## config.mk

```make
export PLATFORM = sky130hd
export DESIGN_NAME = pt_timer_core
export DESIGN_NICKNAME = d
export VERILOG_FILES = /design/src/include/pt_pkg.sv /design/src/pt_timer_core.sv
export SDC_FILE = /design/constraint.sdc
export NUM_CORES = 1
export LEC_CHECK = 0
export BUFFER_PORTS_ARGS = -buffer_cell sky130_fd_sc_hd__buf_2
export CORE_ASPECT_RATIO = 1.25
export CORE_MARGIN = 4
export CORE_UTILIZATION = 51
export CTS_CLUSTER_SIZE = 10
export DETAILED_ROUTE_END_ITERATION = 6
export GPL_TIMING_DRIVEN = 0
export PLACE_DENSITY = 0.87
export REMOVE_ABC_BUFFERS = 1
export SYNTH_ARGS = -nofsm -noshare
export SYNTH_HDL_FRONTEND = slang
export SYNTH_SLANG_ARGS = --single-unit
```

## constraint.sdc

```tcl
create_clock -name mclk -period 4.08 [get_ports mclk]
set_clock_uncertainty 0.1 [all_clocks]
set_input_delay 0.408 -clock mclk [delete_from_list [all_inputs] [get_ports mclk]]
set_output_delay 0.408 -clock mclk [all_outputs]
set_load 0.01 [all_outputs]
```

## src/include/pt_pkg.sv

```systemverilog
// Package of the periodic timer core: register map, field layouts, codes and timing counts.
// Assumes a 100 MHz system clock and an APB master with 32-bit data.
package pt_pkg;

  // ********************************************************************
  // Register map (byte addresses, one aligned word each)
  // ********************************************************************
  localparam logic [7:0] PT_ADDR_CTRL0 = 8'h00;
  localparam logic [7:0] PT_ADDR_CTRL1 = 8'h04;
  localparam logic [7:0] PT_ADDR_CNT_LO = 8'h08;
  localparam logic [7:0] PT_ADDR_CNT_HI = 8'h0C;
  localparam logic [7:0] PT_ADDR_CMPA_LO = 8'h10;
  localparam logic [7:0] PT_ADDR_CMPA_HI = 8'h14;
  localparam logic [7:0] PT_ADDR_CMPP_LO = 8'h18;
  localparam logic [7:0] PT_ADDR_CMPP_HI = 8'h1C;

  // ********************************************************************
  // Field layouts and reset values
  // ********************************************************************
  localparam int PT_CNT_W = 10;
  localparam logic [7:0] PT_CTRL0_RESET = 8'h00;
  localparam logic [7:0] PT_CTRL1_RESET = 8'h00;
  localparam logic [9:0] PT_CMP_RESET = 10'h000;
  localparam logic [9:0] PT_CNT_MAX = 10'h3FF;
  localparam logic [7:0] PT_CTRL0_MASK = 8'hF8;

  typedef enum logic [1:0] {
    PT_MODE_COMPARE = 2'b00,
    PT_MODE_CAPTURE = 2'b01,
    PT_MODE_PWM = 2'b10,
    PT_MODE_TIMER = 2'b11
  } pt_mode_t;

  typedef struct packed {
    logic count_pause;
    logic [2:0] clock_select;
    logic timer_on;
    logic [2:0] unused;
  } pt_ctrl0_t;

  typedef struct packed {
    pt_mode_t mode_select;
    logic [1:0] pin_function;
    logic output_initial_level;
    logic output_invert;
    logic capture_source_select;
    logic clear_on_a_match;
  } pt_ctrl1_t;

  // Clock select codes.
  localparam logic [2:0] PT_CK_SYS_DIV4 = 3'b000;
  localparam logic [2:0] PT_CK_SYS = 3'b001;
  localparam logic [2:0] PT_CK_HIGH_DIV16 = 3'b010;
  localparam logic [2:0] PT_CK_HIGH_DIV64 = 3'b011;
  localparam logic [2:0] PT_CK_SUB_A = 3'b100;
  localparam logic [2:0] PT_CK_SUB_B = 3'b101;
  localparam logic [2:0] PT_CK_EXT_RISE = 3'b110;
  localparam logic [2:0] PT_CK_EXT_FALL = 3'b111;

  // Pin function codes.
  localparam logic [1:0] PT_PF_0 = 2'b00;
  localparam logic [1:0] PT_PF_1 = 2'b01;
  localparam logic [1:0] PT_PF_2 = 2'b10;
  localparam logic [1:0] PT_PF_3 = 2'b11;

  // ********************************************************************
  // Timing counts
  // ********************************************************************
  localparam longint PT_SYS_HZ = 100000000;
  localparam longint PT_SUB_HZ = 32768;
  localparam logic [11:0] PT_SUB_DIV = 12'(PT_SYS_HZ / PT_SUB_HZ);
  localparam logic [5:0] PT_DIV4_MASK = 6'h03;
  localparam logic [5:0] PT_DIV16_MASK = 6'h0F;
  localparam logic [5:0] PT_DIV64_MASK = 6'h3F;

endpackage

```

## src/pt_timer_core.sv

```systemverilog
// Periodic timer core: 10-bit counter, two comparators, mode and pin logic, APB slave.
// Assumes the high clock equals the system clock and that the pins are synchronous to mclk.
//
// Overview of operation
// - Ten-bit up-counter advanced by a software-chosen internal or external clock.
// - Two ten-bit comparators check the whole count against values A and P.
// - Software cannot write the count; software clears it only by raising timer_on.
// - Count clears on overflow or chosen match, pulsing a request flag except on overflow under clear on A.
// - Pause bit 7 of control 0 freezes the count; clearing resumes it.
// - Clock select picks sys/4, sys, high/16, high/64, sub, external rise or fall.
// - Clearing timer_on stops and powers down, keeping the count.
// - A rising timer_on clears the counter to zero before counting.
// - A rising timer_on returns the output to its initial level, or to the inactive level in PWM functions 0 to 2.
// - Mode field bits 7..6 selects compare, capture, PWM or pulse, timer.
// - Timer/counter mode drives the output pin low with its enable off.
// - Compare mode A match: no change, low, high or toggle.
// - PWM mode: force inactive, force active, PWM wave, single pulse.
// - Capture mode trigger: rising, falling, both edges or disabled.
// - Read-only count pair and two read/write compare pairs.
// - Control 0 bits 2..0 read as zero.
// - Capture source select: 0 capture input pin, 1 external clock pin.
// - Clear on A match or overflow when set in compare or timer mode; otherwise P match, overflow when P is zero.
// - Initial level sets compare starting level and PWM active level.
// - Output invert flips the pin when set, not in timer mode.
`timescale 1ns/1ps
module pt_timer_core
  import pt_pkg::*;
(
  // Clock and reset
  input wire logic mclk,
  input wire logic rst,
  // APB slave
  input wire logic psel,
  input wire logic penable,
  input wire logic pwrite,
  input wire logic [7:0] paddr,
  input wire logic [31:0] pwdata,
  output logic [31:0] prdata,
  output logic pready,
  output logic pslverr,
  // Timer pins
  input wire logic capture_input_pin,
  input wire logic external_clock_pin,
  output logic timer_output_pin,
  output logic timer_output_oe,
  // Event pulses
  output logic match_a_flag,
  output logic match_p_flag
);

  // ********************************************************************
  // Registers
  // ********************************************************************
  pt_ctrl0_t ctrl0_reg;
  pt_ctrl1_t ctrl1_reg;
  logic [9:0] cnt_reg;
  logic [9:0] cnt_next;
  logic [9:0] cmpa_reg;
  logic [9:0] cmpp_reg;
  logic on_prev_reg;
  logic on_rise;
  logic cap_in_reg;
  logic cap_prev_reg;
  logic ext_in_reg;
  logic ext_prev_reg;
  logic [5:0] pre_reg;
  logic [11:0] sub_reg;
  logic sub_tick;
  logic tick;
  logic count_en;
  logic a_hit;
  logic p_hit;
  logic wrap;
  logic clr_hit;
  logic cap_event;
  logic pulse_end;
  logic level_reg;
  logic level_next;
  logic wr_en;
  logic rd_en;
  logic [7:0] rd_byte;
  logic addr_ok;

  // ********************************************************************
  // APB slave
  // ********************************************************************
  // One wait state keeps read data coming from a flip-flop.
  assign wr_en = psel && penable && pready && pwrite;
  assign rd_en = psel && penable && !pready;

  always_comb begin
    addr_ok = 1'b1;
    rd_byte = 8'h00;
    unique case (paddr)
      PT_ADDR_CTRL0: rd_byte = ctrl0_reg & PT_CTRL0_MASK;
      PT_ADDR_CTRL1: rd_byte = ctrl1_reg;
      PT_ADDR_CNT_LO: rd_byte = cnt_reg[7:0];
      PT_ADDR_CNT_HI: rd_byte = {6'h00, cnt_reg[9:8]};
      PT_ADDR_CMPA_LO: rd_byte = cmpa_reg[7:0];
      PT_ADDR_CMPA_HI: rd_byte = {6'h00, cmpa_reg[9:8]};
      PT_ADDR_CMPP_LO: rd_byte = cmpp_reg[7:0];
      PT_ADDR_CMPP_HI: rd_byte = {6'h00, cmpp_reg[9:8]};
      default: addr_ok = 1'b0;
    endcase
  end

  always_ff @(posedge mclk) begin
    if (rst) begin
      pready <= 1'b0;
      pslverr <= 1'b0;
      prdata <= 32'h0000_0000;
    end else begin
      pready <= rd_en;
      pslverr <= rd_en && !addr_ok;
      if (rd_en && !pwrite) begin
        prdata <= {24'h00_0000, rd_byte};
      end
    end
  end

  // Control 0 also loses timer_on when a single pulse ends.
  always_ff @(posedge mclk) begin
    if (rst) begin
      ctrl0_reg <= PT_CTRL0_RESET;
    end else if (wr_en && paddr == PT_ADDR_CTRL0) begin
      ctrl0_reg <= pwdata[7:0] & PT_CTRL0_MASK;
    end else if (pulse_end) begin
      ctrl0_reg.timer_on <= 1'b0;
    end
  end

  // Software is expected to stop the timer before changing mode bits.
  always_ff @(posedge mclk) begin
    if (rst) begin
      ctrl1_reg <= PT_CTRL1_RESET;
    end else if (wr_en && paddr == PT_ADDR_CTRL1) begin
      ctrl1_reg <= pwdata[7:0];
    end
  end

  // A capture overwrites compare A; it wins over a write in the same cycle.
  always_ff @(posedge mclk) begin
    if (rst) begin
      cmpa_reg <= PT_CMP_RESET;
      cmpp_reg <= PT_CMP_RESET;
    end else begin
      if (cap_event) begin
        cmpa_reg <= cnt_reg;
      end else if (wr_en && paddr == PT_ADDR_CMPA_LO) begin
        cmpa_reg[7:0] <= pwdata[7:0];
      end else if (wr_en && paddr == PT_ADDR_CMPA_HI) begin
        cmpa_reg[9:8] <= pwdata[1:0];
      end
      if (wr_en && paddr == PT_ADDR_CMPP_LO) begin
        cmpp_reg[7:0] <= pwdata[7:0];
      end else if (wr_en && paddr == PT_ADDR_CMPP_HI) begin
        cmpp_reg[9:8] <= pwdata[1:0];
      end
    end
  end

  // ********************************************************************
  // Pins and clock sources
  // ********************************************************************
  always_ff @(posedge mclk) begin
    if (rst) begin
      cap_in_reg <= 1'b0;
      cap_prev_reg <= 1'b0;
      ext_in_reg <= 1'b0;
      ext_prev_reg <= 1'b0;
    end else begin
      cap_in_reg <= capture_input_pin;
      cap_prev_reg <= cap_in_reg;
      ext_in_reg <= external_clock_pin;
      ext_prev_reg <= ext_in_reg;
    end
  end

  // Prescalers run free, so a new selection takes effect within one period.
  always_ff @(posedge mclk) begin
    if (rst) begin
      pre_reg <= 6'h00;
      sub_reg <= 12'h000;
    end else begin
      pre_reg <= pre_reg + 6'h01;
      sub_reg <= sub_tick ? 12'h000 : sub_reg + 12'h001;
    end
  end
  assign sub_tick = (sub_reg == PT_SUB_DIV - 12'h001);

  always_comb begin
    unique case (ctrl0_reg.clock_select)
      PT_CK_SYS_DIV4: tick = (pre_reg & PT_DIV4_MASK) == PT_DIV4_MASK;
      PT_CK_SYS: tick = 1'b1;
      PT_CK_HIGH_DIV16: tick = (pre_reg & PT_DIV16_MASK) == PT_DIV16_MASK;
      PT_CK_HIGH_DIV64: tick = pre_reg == PT_DIV64_MASK;
      PT_CK_SUB_A, PT_CK_SUB_B: tick = sub_tick;
      PT_CK_EXT_RISE: tick = ext_in_reg && !ext_prev_reg;
      PT_CK_EXT_FALL: tick = !ext_in_reg && ext_prev_reg;
    endcase
  end

  // ********************************************************************
  // Counter and comparators
  // ********************************************************************
  assign on_rise = ctrl0_reg.timer_on && !on_prev_reg;
  assign count_en = ctrl0_reg.timer_on && !ctrl0_reg.count_pause && tick;
  assign a_hit = count_en && cnt_reg == cmpa_reg && cmpa_reg != PT_CMP_RESET;
  assign p_hit = count_en && cnt_reg == (cmpp_reg == PT_CMP_RESET ? PT_CNT_MAX : cmpp_reg);
  assign wrap = count_en && cnt_reg == PT_CNT_MAX;
  assign pulse_end = a_hit && ctrl1_reg.mode_select == PT_MODE_PWM &&
    ctrl1_reg.pin_function == PT_PF_3;

  always_comb begin
    if (ctrl1_reg.clear_on_a_match && ctrl1_reg.mode_select != PT_MODE_PWM &&
        ctrl1_reg.mode_select != PT_MODE_CAPTURE) begin
      clr_hit = a_hit || wrap;
    end else begin
      clr_hit = p_hit;
    end
  end

  always_ff @(posedge mclk) begin
    if (rst) begin
      on_prev_reg <= 1'b0;
    end else begin
      on_prev_reg <= ctrl0_reg.timer_on;
    end
  end

  // There is deliberately no software write path into the count.
  always_comb begin
    cnt_next = cnt_reg;
    if (on_rise) begin
      cnt_next = 10'h000;
    end else if (count_en) begin
      cnt_next = clr_hit ? 10'h000 : cnt_reg + 10'h001;
    end
  end

  always_ff @(posedge mclk) begin
    if (rst) begin
      cnt_reg <= 10'h000;
    end else begin
      cnt_reg <= cnt_next;
    end
  end

  // ********************************************************************
  // Capture and event flags
  // ********************************************************************
  always_comb begin
    logic rise;
    logic fall;
    rise = ctrl1_reg.capture_source_select ? (ext_in_reg && !ext_prev_reg) :
      (cap_in_reg && !cap_prev_reg);
    fall = ctrl1_reg.capture_source_select ? (!ext_in_reg && ext_prev_reg) :
      (!cap_in_reg && cap_prev_reg);
    cap_event = 1'b0;
    if (ctrl1_reg.mode_select == PT_MODE_CAPTURE && ctrl0_reg.timer_on) begin
      unique case (ctrl1_reg.pin_function)
        PT_PF_0: cap_event = rise;
        PT_PF_1: cap_event = fall;
        PT_PF_2: cap_event = rise || fall;
        PT_PF_3: cap_event = 1'b0;
      endcase
    end
  end

  always_ff @(posedge mclk) begin
    if (rst) begin
      match_a_flag <= 1'b0;
      match_p_flag <= 1'b0;
    end else begin
      match_a_flag <= ctrl1_reg.mode_select == PT_MODE_CAPTURE ? cap_event : a_hit;
      match_p_flag <= p_hit && !(ctrl1_reg.clear_on_a_match &&
        (ctrl1_reg.mode_select == PT_MODE_COMPARE || ctrl1_reg.mode_select == PT_MODE_TIMER));
    end
  end

  // ********************************************************************
  // Output pin
  // ********************************************************************
  always_comb begin
    logic act;
    act = ctrl1_reg.output_initial_level;
    level_next = level_reg;
    if (on_rise) begin
      level_next = (ctrl1_reg.mode_select == PT_MODE_PWM && ctrl1_reg.pin_function != PT_PF_3) ?
        ~act : act;
    end else begin
      unique case (ctrl1_reg.mode_select)
        PT_MODE_COMPARE: begin
          if (a_hit) begin
            unique case (ctrl1_reg.pin_function)
              PT_PF_0: level_next = level_reg;
              PT_PF_1: level_next = 1'b0;
              PT_PF_2: level_next = 1'b1;
              PT_PF_3: level_next = ~level_reg;
            endcase
          end
        end
        PT_MODE_PWM: begin
          unique case (ctrl1_reg.pin_function)
            PT_PF_0: level_next = ~act;
            PT_PF_1: level_next = act;
            PT_PF_2: level_next = (cnt_next < cmpa_reg) ? act : ~act;
            PT_PF_3: level_next = pulse_end ? ~act : level_reg;
          endcase
        end
        PT_MODE_CAPTURE, PT_MODE_TIMER: level_next = level_reg;
      endcase
    end
  end

  always_ff @(posedge mclk) begin
    if (rst) begin
      level_reg <= 1'b0;
      timer_output_pin <= 1'b0;
      timer_output_oe <= 1'b0;
    end else begin
      level_reg <= level_next;
      timer_output_oe <= ctrl1_reg.mode_select == PT_MODE_COMPARE ||
        ctrl1_reg.mode_select == PT_MODE_PWM;
      if (ctrl1_reg.mode_select == PT_MODE_TIMER) begin
        timer_output_pin <= 1'b0;
      end else begin
        timer_output_pin <= level_next ^ ctrl1_reg.output_invert;
      end
    end
  end

  // ********************************************************************
  // Checks
  // ********************************************************************
  on_rise_clear_a: assert property (@(posedge mclk) disable iff (rst)
    $rose(ctrl0_reg.timer_on) |=> cnt_reg == 10'h000)
    else $error("Count not cleared after timer switched on.");

  pause_hold_a: assert property (@(posedge mclk) disable iff (rst)
    ctrl0_reg.count_pause && !on_rise |=> $stable(cnt_reg))
    else $error("Count moved while paused.");

  off_hold_a: assert property (@(posedge mclk) disable iff (rst)
    !ctrl0_reg.timer_on ##1 !ctrl0_reg.timer_on |-> $stable(cnt_reg))
    else $error("Count moved while switched off.");

  ctrl0_low_a: assert property (@(posedge mclk) disable iff (rst)
    pready && !pwrite && psel && paddr == PT_ADDR_CTRL0 |-> prdata[2:0] == 3'b000)
    else $error("Unimplemented control bits read as nonzero.");

  init_level_a: assert property (@(posedge mclk) disable iff (rst)
    on_rise && ctrl1_reg.mode_select == PT_MODE_COMPARE |=>
      timer_output_pin == ($past(ctrl1_reg.output_initial_level) ^
      $past(ctrl1_reg.output_invert)))
    else $error("Output not at initial level after switch on.");

  wrap_clear_a: assert property (@(posedge mclk) disable iff (rst)
    count_en && !on_rise && cnt_reg == PT_CNT_MAX |=> cnt_reg == 10'h000)
    else $error("Counter did not wrap to zero.");

  p_clear_a: assert property (@(posedge mclk) disable iff (rst)
    p_hit && !on_rise && !ctrl1_reg.clear_on_a_match |=>
      cnt_reg == 10'h000 ##0 match_p_flag)
    else $error("P match did not clear the count and flag it.");

  toggle_a: assert property (@(posedge mclk) disable iff (rst)
    a_hit && !on_rise && ctrl1_reg.mode_select == PT_MODE_COMPARE &&
      ctrl1_reg.pin_function == PT_PF_3 && $stable(ctrl1_reg.output_invert) |=>
      timer_output_pin != $past(timer_output_pin))
    else $error("Output did not toggle on A match.");

  pready_pulse_a: assert property (@(posedge mclk) disable iff (rst)
    pready |=> !pready)
    else $error("Bus answer held for more than one cycle.");

endmodule
```

# ---- Word level (Yosys, flattened, before mapping)
# Cells that the tools add are included.
dict set report totals {
  inputBits 47
  mem_bits_ro 0
  ramBits 0
  ff_bits 81
  output_inout_bits 38
  word_cells 156
  memories 0
  latchBits 0
}
dict set report classes {
  n_bitwise 4
  n_div 0
  mux 27
  n_mul 0
  shift 0
  n_eq_ne 31
  magnitude_cmp 1
  reduce_logical 61
  add_sub_neg 3
}
# operator count
set op_table {}
lappend op_table {{$pmux W8 S8} 1}
lappend op_table {{$mux W10} 5}
lappend op_table {{$eq A8 B5 Y1 const B} 4}
lappend op_table {{$logic_and A1 B1 Y1} 31}
lappend op_table {{$eq A10 B10 Y1} 2}
lappend op_table {{$eq A8 B4 Y1 const B} 2}
lappend op_table {{$mux W1} 13}
lappend op_table {{$add A12 B1 Y12 const B} 1}
lappend op_table {{$eq A12 B12 Y1 const B} 1}
lappend op_table {{$eq A3 B3 Y1 const B} 4}
lappend op_table {{$pmux W1 S4} 3}
lappend op_table {{$add A10 B1 Y10 const B} 1}
lappend op_table {{$eq A10 B10 Y1 const B} 1}
lappend op_table {{$eq A2 B2 Y1 const B} 5}
lappend op_table {{$logic_not A1 Y1} 10}
lappend op_table {{$logic_not A10 Y1} 1}
lappend op_table {{$lt A10 B10 Y1} 1}
lappend op_table {{$reduce_bool A10 Y1} 1}
lappend op_table {{$eq A8 B3 Y1 const B} 1}
lappend op_table {{$logic_not A8 Y1} 1}
lappend op_table {{$mux W8} 1}
lappend op_table {{$reduce_or A2 Y1} 4}
lappend op_table {{$reduce_or A8 Y1} 1}
lappend op_table {{$pmux W1 S7} 1}
lappend op_table {{17 further kinds} 31}

# ---- Longest topological paths before layout
dict set report depth {
  ltp_word 17
  ltp_mapped 23
  depth_no_buf 21
}

# ---- Least setup slack after synthesis
# OpenSTA, ideal clock, no wires.
dict set report synth_timing {
  path_type {flip-flop to flip-flop}
  start {register cmpp_reg[0]}
  end {register timer_output_pin}
  t_arrival_ns 4.023
  setup_time_ns 0.087
  synth_period_minus_slack_ns 4.210
  path_slack_ns -0.130
  stages_incl_launch_ff 21
  path_cell_list {dfxtp_1 -> or4_4 -> nor4b_4 -> mux2i_1 -> o22a_1 -> nand3b_1 -> a31oi_1 -> buf_2 -> buf_2 -> nor2_1 -> ha_1 -> a21o_1 -> a21oi_1 -> nor2b_1 -> a2111oi_0 -> o21ai_0 -> nand2b_1 -> o31ai_1 -> nor3_1 -> o21ai_1 -> o31ai_1}
}
dict set report synth_via {
  elab_chain_cells 14
}
# item line_no
set synth_lines {}
lappend synth_lines {{start: declaration} pt_timer_core.sv:59} ;# logic [9:0] cmpp_reg;
lappend synth_lines {{start signal: assignment} pt_timer_core.sv:155} ;# cmpp_reg[7:0] <= pwdata[7:0];
lappend synth_lines {{$logic_not A10 Y1} pt_timer_core.sv:209} ;# assign p_hit = count_en && cnt_reg == (cmpp_reg == PT_CMP_RESET ? PT_CNT_MAX : cmpp_reg);
lappend synth_lines {{$mux W10 *} pt_timer_core.sv:209}
lappend synth_lines {{$eq A10 B10 Y1 *} pt_timer_core.sv:209}
lappend synth_lines {{$logic_and A1 B1 Y1 *} pt_timer_core.sv:209}
lappend synth_lines {{$mux W1 *} pt_timer_core.sv:215} ;# if (ctrl1_reg.clear_on_a_match && ctrl1_reg.mode_select != PT_MODE_PWM &&
lappend synth_lines {{$mux W10 *} pt_timer_core.sv:237} ;# cnt_next = clr_hit ? 10'h000 : cnt_reg + 10'h001;
lappend synth_lines {{$mux W10 *} pt_timer_core.sv:236} ;# end else if (count_en) begin
lappend synth_lines {{$mux W10 *} pt_timer_core.sv:234} ;# if (on_rise) begin
lappend synth_lines {{via cnt_next[7]} pt_timer_core.sv:57} ;# logic [9:0] cnt_next;
lappend synth_lines {{$lt A10 B10 Y1 *} pt_timer_core.sv:307} ;# PT_PF_2: level_next = (cnt_next < cmpa_reg) ? act : ~act;
lappend synth_lines {{$mux W1 *} pt_timer_core.sv:307}
lappend synth_lines {{$pmux W1 S4 *} pt_timer_core.sv:304} ;# unique case (ctrl1_reg.pin_function)
lappend synth_lines {{$pmux W1 S3 *} pt_timer_core.sv:292} ;# unique case (ctrl1_reg.mode_select)
lappend synth_lines {{$mux W1 *} pt_timer_core.sv:288} ;# if (on_rise) begin
lappend synth_lines {{$xor A1 B1 Y1 *} pt_timer_core.sv:328} ;# timer_output_pin <= level_next ^ ctrl1_reg.output_invert;
lappend synth_lines {{end signal: assignment} pt_timer_core.sv:328}
lappend synth_lines {{end: declaration} pt_timer_core.sv:44} ;# output logic timer_output_pin,
# Mark *: on every way through the listed nets, which the timed path passes. The rest lies on a longest branch.
# A chain may end at the register's enable or synchronous reset.

# ---- Worst setup path in the final report
dict set report layout_timing {
  start {register cmpp_reg[1]}
  end {register timer_output_pin}
}
# Same word-level chain as after synthesis.

==> flow_summary.yaml <==
run_status:
  status: "finished, violations left"
  violations: "negative setup slack"
route:
  first_pass_iters: 5
  drcViolationCount: 0
  wire_per_inst_um: 18.0
  vias: 4448
  antenna_left: 0
  via_per_inst: 6.06
  wl_um: 13200
  first_iter_violations: 627
timing:
  rsz0062_at_grt: "yes"
  worst_slack_ns: -0.228
  finalHoldViolCount: 0
  min_period_over_period: 1.06
  fmax_mhz: 232
  tightest_slew_ns: 1.41
  drv_slew: 0
  setup_viol: 2
  relSlewSlack: 0.0502
  fin_crit_ns: 4.31
die:
  core-area_sq_mm: 0.00884
  initial_utilization: 0.532
  dieArea_sq_mm: 0.0108
  die_y_um: 115
  die-width_um: 93.9
  row_count: 38
  io_pins: 85
clock_network:
  cts-htree-levels: 3
  cts-hold-fix-buffers: 0
  cts_buffers: 9
  clk_transition_reported_paths_ns: 0.09
  insertion_delay_ns: 0.38
  tritoncts: "done"
  clockRootBuffer: "clkbuf_8"
  clock_sinks: 81
  clockBufferDepth: 2
power_and_ir_drop:
  powerDensity_mw_per_mm2: 295
  power.total_mw: 1.59
  ir_drop_mv: 0.297
  power.internal_mw: 1.21
  leakage_nw: 2.17
  p_sw_uw: 377
  seqPwrFrac: 0.511
  pwr-share-comb: 0.053
  clkPwrFrac: 0.437
  swShare: 0.238
final_layout:
  n_antenna_cell: 0
  final_area_sq_mm: 0.00538
  drive_above_1_share: 0.163
  final_nets: 673
  largest_reg_flops: 12
  stdcell_count: 734
  area_delta_synth_final_pct: 14.2
  nFillCells: 746
global_route:
  met1_usage: 0.267
  use_met3: 0.0565
  grt_max_degree: 71
  grt_use_met2: 0.388
  grt_pass1_wl_um: 19700
  antenna_found_initial: 0
  grt.busiest_layer: "met2"
  grt_usage: 0.231
  grt_pass1_vias: 4136
  grt_overflow: 0
synthesis:
  synthCells: 582
  synth_area_per_cell_sq_um: 8.09
  ys_seq_area_frac: 0.344
  synth_cell_types: 65
  async_flop_share: 0
  ys_ff_latch: 81
  synth_edf_count: 0
  yosysWarnings: 0
  synth-main-ff-cell: "dfxtp_1"
  netlist_area_sq_mm: 0.00471
placed_design:
  gp_routability_congestion: 0.986
  io_buffers: 36
  placed_cells: 701
  postPlaceCellArea_sq_mm: 0.00481
  dp_hpwl_um: 8420
critical_path:
  slowest_delay_ns: 0.55
  path_cells: "or4_4, nor4b_4, buf_4, mux2i_1, o22a_1, nand3b_1, a31oi_4, buf_6, buf_6, nor2_1, ha_1, nand4_1, nor2_2, a2111oi_2, o21ai_1, nor3_1, o21a_1, nor3_4, o21ai_1, o31ai_1"
  critPathCaptureType: "flip-flop"
  path_max_fanout: 5
  slowest_stage: "or4_4"
  critical_path_class: "flip-flop to flip-flop"
  cp.required_ns: 4.23
  start_kind: "flip-flop"
  cp.arrival_ns: 4.46
  reg2reg_slack_ns: -0.23
job:
  drv_cap: 0
worst_hold_path:
  hold_path_class: "input port to flip-flop"
## power by group through the flow
stage	registers (mW)	logic, mW	clock network, mW
floorplan	0.830	0.0366	0
CTS	0.810	0.0820	0.699
global placement	0.828	0.0796	0
global route	0.812	0.0930	0.739
detailed placement	0.829	0.0811	0
finish	0.810	0.0838	0.693
## routing by layer
layer / share of wire / vias to the layer above
met2: 0.49 / 277
met3: 0.084 / 80
met1: 0.36 / 2069
met5: 0 / -
met4: 0.062 / 0
li1: - / 2022
## synthesized netlist by cell type, drive strengths merged (2+ instances only)
cell type / n / share of area
nor3: 24 / 0.026
a221oi: 6 / 0.011
nor2b: 15 / 0.020
and3: 9 / 0.012
o31ai: 2 / 0.0032
o32ai: 2 / 0.0037
or4: 2 / 0.0040
inv: 20 / 0.016
o2111ai: 2 / 0.0037
a211oi: 16 / 0.026
clkbuf: 32 / 0.026
dfxtp: 81 / 0.34
o21a: 2 / 0.0032
nor4: 7 / 0.012
a31oi: 3 / 0.0040
nand2: 45 / 0.036
o21ba: 2 / 0.0043
nor3b: 2 / 0.0032
nor2: 91 / 0.073
ha: 17 / 0.045
nand3b: 4 / 0.0064
xor2: 22 / 0.041
or3: 4 / 0.0053
o211ai: 2 / 0.0032
a21o: 4 / 0.0064
mux2i: 34 / 0.072
nand4: 6 / 0.0080
and2: 2 / 0.0027
a32oi: 2 / 0.0037
a21oi: 25 / 0.027
nand2b: 4 / 0.0053
buf: 28 / 0.042
o21ai: 9 / 0.0096
xnor2: 15 / 0.028
a22oi: 2 / 0.0032
nand3: 17 / 0.018
nor4b: 2 / 0.0069
## stage by stage
stage / setup WS (ns) / hold WS [ns] / TNS [ns] / util
after floorplan: -0.511 / 0.330 / -0.990 / -
after global placement: -1.18 / 0.346 / -2.31 / 0.544
after detailed placement: -0.865 / 0.360 / -1.67 / 0.544
after CTS: -0.151 / 0.137 / -0.260 / 0.587
after global routing: -0.372 / 0.160 / -0.618 / 0.608
final: -0.228 / 0.141 / -0.378 / 0.608
## cell type report
| type | instances | area, sq um | share of cell area |
|---|---|---|---|
| multi-input cells | 445 | 2970 | 0.552 |
| flip-flops and latches | 81 | 1630 | 0.302 |
| repair buffers | 52 | 323 | 0.0600 |
| clock buffers | 11 | 151 | 0.0282 |
| well taps | 120 | 150 | 0.0279 |
| clock inverters | 5 | 85.1 | 0.0158 |
| inverters | 20 | 75.1 | 0.0140 |
## kinds of logic (layout without fill, tap and decap cells)
group | after synthesis | in the layout | share of synthesized area
AOI/OAI and AO/OA | 93 | 94 | 0.138
xor gates and xnor gates | 37 | 37 | 0.0688
adders and majority gates | 17 | 17 | 0.0452
buffers and inverters | 80 | 88 | 0.0834
DFF | 81 | 81 | 0.344
muxes | 35 | 35 | 0.0747
other | 1 | 24 | 0.000796
and+or+nand+nor | 238 | 238 | 0.245
## timing repair
action,in CTS,in global routing
setup buffers,10,6
cloned,1,0
endpoints found under the setup margin,2,2
resized for setup,13,24
pin swaps,16,18
## layout by cell type, fill, tap and decap left out, drive strengths merged, types with 2 or more instances in the layout
master and count:
nor2 91, dfxtp 81, buf 52, nand2 45, mux2i 34, a21oi 25, conb 24, nor3 24
xor2 22, inv 21, nand3 17, ha 17, a211oi 16, xnor2 15, nor2b 15, clkbuf 11
and3 9, o21ai 9, nor4 7, nand4 6, a221oi 6, nand3b 4, nand2b 4, or3 4
a21o 4, a31oi 4, o32ai 2, o2111ai 2, o211ai 2, nor3b 2, o21a 2, a22oi 2
bufinv 2, or4 2, nor4b 2, o21ba 2, a32oi 2, o31ai 2, and2 2
## worst max-delay path, delay by kind of cell (launching register included)
kind | cells | cell delay (ns)
simple gates | 8 | 1.44
mux | 1 | 0.19
fa+ha+maj | 1 | 0.31
flops | 1 | 0.35
compound gates | 7 | 1.38
buf+inv | 3 | 0.40
## worst paths after layout
kind	from	endpoint	depth (start not counted)
max reg2reg	cmpp_reg[1]	timer_output_pin	20
min reg2reg	pre_reg[0]	pre_reg[0]	1
max	cmpp_reg[1]	timer_output_pin	20
min	capture_input_pin	cap_in_reg	2
Note: power is estimated with default switching activity, not from simulation.
